**src/design/limit_defines.svh**
```systemverilog
`ifndef LIMIT_DEFINES_SVH
`define LIMIT_DEFINES_SVH

// channel population
`define NUM_CHAN         9
`define FIRST_TEMP_CHAN  6
`define NUM_DIODE        2

// register address map
`define ADDR_STATUS_A    8'h04
`define ADDR_STATUS_B    8'h05
`define ADDR_STATUS_C    8'h06
`define ADDR_CHAN_TOP    2'h1
`define KIND_UPPER       2'h0
`define KIND_LOWER       2'h1
`define KIND_HYST        2'h2

// reset values
`define UPPER_RESET      12'hFFF
`define LOWER_RESET      12'h000
`define HYST_RESET_VOLT  16'h0008
`define HYST_RESET_TEMP  16'h0020

// field positions and codes
`define RECORDER_CODE    12'hFFF
`define DIODE_FLAG_BIT   11
`define OVR_BIT          4
`define OPEN_DIODE_BIT   7

`endif

```
**src/design/limit_pkg.sv**
```systemverilog
package limit_pkg;
    typedef logic [11:0] code_t;
    typedef logic [15:0] word_t;
    typedef enum logic [2:0] {
        regNone, regUpper, regLower, regHyst, regStatA, regStatB, regStatC
    } reg_kind_t;
    typedef struct packed {
        reg_kind_t  kind;
        logic [3:0] chan;
    } reg_sel_t;
endpackage

```
**src/design/limit_eval_if.sv**
```systemverilog
`timescale 1ns/1ps
interface limit_eval_if;
    limit_pkg::code_t result;
    limit_pkg::code_t upper;
    limit_pkg::code_t lower;
    limit_pkg::code_t hystN;
    logic             highNow;
    logic             lowNow;
    logic             highNext;
    logic             lowNext;
    limit_pkg::code_t upperNext;
    limit_pkg::code_t lowerNext;
    logic             recorder;

    modport top  (output result, upper, lower, hystN, highNow, lowNow,
                  input highNext, lowNext, upperNext, lowerNext, recorder);
    modport eval (input result, upper, lower, hystN, highNow, lowNow,
                  output highNext, lowNext, upperNext, lowerNext, recorder);
endinterface

```
**src/design/limit_eval.sv**
```systemverilog
`timescale 1ns/1ps
`include "limit_defines.svh"
module limit_eval (
    limit_eval_if.eval ev
);
    logic [12:0] highRelease;
    logic [12:0] lowRelease;

    // 13-bit sums so a large margin cannot wrap into a false release
    assign highRelease = {1'b0, ev.result} + {1'b0, ev.hystN};
    assign lowRelease  = {1'b0, ev.lower} + {1'b0, ev.hystN};

    always_comb
    begin
        ev.recorder  = (ev.hystN == `RECORDER_CODE);
        ev.upperNext = ev.upper;
        ev.lowerNext = ev.lower;
        ev.highNext  = 1'b0;
        ev.lowNext   = 1'b0;
        if (ev.recorder)
        begin
            // recorder mode raises nothing
            if (ev.result > ev.upper)
                ev.upperNext = ev.result;
            if (ev.result < ev.lower)
                ev.lowerNext = ev.result;
        end
        else
        begin
            // a zero margin reduces to plain in-range clearing
            ev.highNext = (ev.result > ev.upper)
                | (ev.highNow & (highRelease > {1'b0, ev.upper}));
            ev.lowNext = (ev.result < ev.lower)
                | (ev.lowNow & ({1'b0, ev.result} < lowRelease));
        end
    end
endmodule

```
**src/flat_wrapper.sv**
```systemverilog
// flat-port wrapper written by rule: the top's interface ports become plain ports
module limit_eval_flat 
  (ev_result, ev_upper, ev_lower, ev_hystN, ev_highNow, ev_lowNow, ev_highNext, ev_lowNext, ev_upperNext, ev_lowerNext, ev_recorder);
  limit_eval_if ev_i ();
  input wire logic [$bits(ev_i.result)-1:0] ev_result;
  input wire logic [$bits(ev_i.upper)-1:0] ev_upper;
  input wire logic [$bits(ev_i.lower)-1:0] ev_lower;
  input wire logic [$bits(ev_i.hystN)-1:0] ev_hystN;
  input wire logic [$bits(ev_i.highNow)-1:0] ev_highNow;
  input wire logic [$bits(ev_i.lowNow)-1:0] ev_lowNow;
  output wire logic [$bits(ev_i.highNext)-1:0] ev_highNext;
  output wire logic [$bits(ev_i.lowNext)-1:0] ev_lowNext;
  output wire logic [$bits(ev_i.upperNext)-1:0] ev_upperNext;
  output wire logic [$bits(ev_i.lowerNext)-1:0] ev_lowerNext;
  output wire logic [$bits(ev_i.recorder)-1:0] ev_recorder;
  assign ev_i.result = ev_result;
  assign ev_i.upper = ev_upper;
  assign ev_i.lower = ev_lower;
  assign ev_i.hystN = ev_hystN;
  assign ev_i.highNow = ev_highNow;
  assign ev_i.lowNow = ev_lowNow;
  assign ev_highNext = ev_i.highNext;
  assign ev_lowNext = ev_i.lowNext;
  assign ev_upperNext = ev_i.upperNext;
  assign ev_lowerNext = ev_i.lowerNext;
  assign ev_recorder = ev_i.recorder;
  limit_eval u_core (.ev(ev_i));
endmodule
```
**config.mk**
```make
export PLATFORM = sky130hd
export DESIGN_NAME = limit_eval_flat
export DESIGN_NICKNAME = d
export VERILOG_FILES = /design/src/design/limit_pkg.sv /design/src/design/limit_eval_if.sv /design/src/design/limit_eval.sv /design/src/flat_wrapper.sv
export VERILOG_INCLUDE_DIRS = /design/src /design/src/design
export SDC_FILE = /design/constraint.sdc
export NUM_CORES = 1
export LEC_CHECK = 0
export ABC_CLOCK_PERIOD_IN_PS = 3000
export BUFFER_PORTS_ARGS = -buffer_cell sky130_fd_sc_hd__buf_2
export CAP_MARGIN = 25
export CORE_MARGIN = 1
export CORE_UTILIZATION = 40
export DETAILED_ROUTE_END_ITERATION = 8
export PLACE_DENSITY = 0.65
export SYNTH_ARGS = -nofsm -noshare
export SYNTH_HDL_FRONTEND = slang
export SYNTH_SLANG_ARGS = --single-unit
```
**constraint.sdc**
```tcl
create_clock -name vclk -period 3
set_clock_uncertainty 0.15 [all_clocks]
set_input_delay 0.15 -clock vclk [all_inputs]
set_output_delay 0.15 -clock vclk [all_outputs]
set_load 0.05 [all_outputs]
```
==> results by group <==
STA
  – Peak Freq: 0.304 GHz
  – Final setup vio count: 2
  – Final period util: 1.10
  – Relative slew margins: 0.676
  – RSZ-0062 raised after global routing: true
  – Final worst slack: -0.290 ns
  – Final hold violations: 0
  – Worst-Margin Slew: 0.474 ns
  – Final Critical Period: 3.29 ns
  – Slew Limit Fails: 0
  – Fin Setup TNS: -0.496 ns

Place
  – Detail Placement HPWL: between 6 and 7 mm
  – Final GP Congestion: 0.907
  – I/O Buffers: 77
  – Place WS: -0.475 ns
  – # placed instances: between 500 and 600

Layout
  – ANT cells: 0
  – CLK BUF: 0
  – Layout cells sized above 1: 0.447
  – Synthesis-to-finish area growth: 50.7%
  – Seq Cell Count: 0
  – Final Non-Filler Cells: 527
  – FF/Latch Area: 0 µm²
  – Final core utilization: 0.626
  – Final-stage net count: approximately 580

Routing
  – Via/cell ratio: roughly 5.4
  – Final ANT Viol Nets: 0
  – 1st-pass router iterations: 4
  – Final WL: ~8.0 mm
  – Drt wl/cell: ~15 µm
  – Initial DRC count: 100
  – Vias: approximately 2.8k
  – # DRC: 0

Logic synthesis
  – Library cells used by synthesis: 49
  – Sequential area share after synthesis: 0
  – Synth Warn #: 0
  – Synthesized instance count: 313
  – Synthesized area: approximately 2500 µm²
  – Syn nets: ~440
  – Syn avg cell area: roughly 7.9 µm²

Pwr
  – Clock power frac: 0
  – Pint: approximately 400 µW
  – Leak Pwr: between 1.5 and 2 nW
  – Sw Share: 0.534
  – Sequential Power Share: 0
  – Comb pwr share: 1.000
  – Pwr Density: about 230 nW/µm²
  – Switching Power: ~460 µW
  – Peak supply drop: between 100 and 150 µV

Min path
  – Worst Hold Class: in2out
  – Hold_sp: ev_highNow

Setup path
  – Crit end category: output port
  – CP peak stage delay: between 0.3 and 0.4 ns
  – Critical path data required time: approximately 2.7 ns
  – Worst path buffer plus inverter count: 2
  – Critical-path top delay cell: a211o_1
  – Worst-path cell chain: buf_8 > ha_4 > fa_2 > a211o_1 > a21oi_2 > or2_4 > xor2_2 > ha_1 > and4_4 > a221oi_4 > o211ai_1 > o21ai_1 > o21ai_2 > a21oi_4 > buf_6
  – Crit path max fanout: 3
  – Crit. Startpoint: ev_hystN[0]
  – Crit path arrival time: between 2 and 3 ns
  – Setup crit start kind: primary input
  – CP Class: in2out
  – Dominant delay contributor by cell family on the critical path: compound AO/OA/AOI/OAI gates

Floorplanning
  – Core box area: 5920 µm²
  – Row count: 28
  – I/O pin count: 77
  – Die area: approximately 6500 µm²
  – Initial core utilization: 0.415
  – Die H: 80.4 µm
  – Die X: 80.4 µm

Outcome
  – Outcome: complete, but fails checks
  – Failing checks: setup timing

Global route
  – Grt ovf: 0
  – First-pass GRT wire length: around 12 mm
  – Initial antenna violation count: 0
  – GRT Overall Usage: 0.243
  – Largest net degree at the start of global routing: 13
  – Number of global-route vias before repair: approximately 2.7k

Clock network
  – Cts hold-fix bufs: 0

Run
  – Total of max-cap violations: 0
tightest hold or removal path, cell delays in order:
cell,delay [ns]
buf_2,0.09
nand2_1,0.08
o22ai_4,0.07
buf_6,0.15
Yosys cell counts (all sizes together), types with 3 or more instances:
master | n | area, µm²
a211oi | 3 | 22.5
o211ai | 4 | 30.0
a31oi | 3 | 25.0
o31ai | 4 | 30.0
nand3 | 6 | 30.0
nand4 | 8 | 50.1
inv | 38 | 143
o21a | 3 | 22.5
nor3 | 6 | 41.3
xor2 | 7 | 61.3
nand2b | 4 | 32.5
nor2 | 16 | 60.1
ha | 70 | 876
xnor2 | 13 | 114
nand2 | 15 | 56.3
o21ai | 25 | 125
a21oi | 32 | 160
a21o | 3 | 22.5
or3 | 3 | 18.8
mux2 | 21 | 267
placed cells by master (no fill, tap or decap), types with 3 or more instances in the layout:
master	instances
or3_1	3
a21o_1	3
nand2b_1	3
nand3_1	4
ha_4	6
nor2_1	15
a21oi_2	4
o21ai_0	14
o21ai_2	4
o21a_1	3
xnor2_1	12
a21oi_1	27
mux2_2	12
o31ai_1	4
o21ai_1	7
mux2_4	8
nand4_1	8
xor2_1	6
buf_4	63
inv_1	36
nor3_1	3
ha_1	63
buf_2	69
buf_6	7
o211ai_1	4
nand2_1	14
cells by family (layout without fill, tap and decap cells):
logic type,Yosys count,in the layout,synth area share
AOI/OAI and AO/OA,91,91,0.228
xor gates and xnor gates,20,20,0.0712
adders and majority gates,72,72,0.373
buffers and inverters,40,179,0.0692
muxes,22,22,0.112
and+or+nand+nor,68,68,0.146
power groups by stage:
stage	logic, mW	clock network, mW	registers, mW
3_3_place_gp	0.725	0	0
2_1_floorplan	0.493	0	0
3_5_place_dp	0.747	0	0
6_report	0.861	0	0
5_1_grt	0.943	0	0
4_1_cts	0.799	0	0
timing repair:
item	4_1_cts	5_1_grt
endpoints found under the setup margin	2	2
setup buffers	3	3
resized for setup	42	22
pin swaps	41	24
metrics by stage:
stage | instance area [µm²] | hold WS, ns | total power, mW
floorplan | 2500 | 0.362 | 0.493
global placement | 3380 | 0.594 | 0.725
detailed placement | 3400 | 0.590 | 0.747
CTS | 3580 | 0.546 | 0.799
global route | 3710 | 0.558 | 0.943
finish | 3710 | 0.543 | 0.861
per-layer routing:
metal / vias to the layer above / global-route usage / part of all wire
met5: - / 0 / 0
met4: 0 / 0.0857 / 0.030
met3: 12 / 0.00568 / 0.020
met2: 61 / 0.447 / 0.51
met1: 1320 / 0.297 / 0.44
li1: 1442 / - / -
area by class of cell:
| class | count | area (µm²) |
|---|---|---|
| multi-input cells | 273 | 2540 |
| fillers | 507 | 2210 |
| repair buffers | 141 | 927 |
| inverters | 38 | 143 |
| well taps | 75 | 93.8 |
final timing paths:
path / to / slack [ns] / cells after the start
hold / removal: ev_highNext / 0.54 / 4
setup / recovery: ev_lowNext / -0.29 / 15
(Power assumes the default switching activity.)
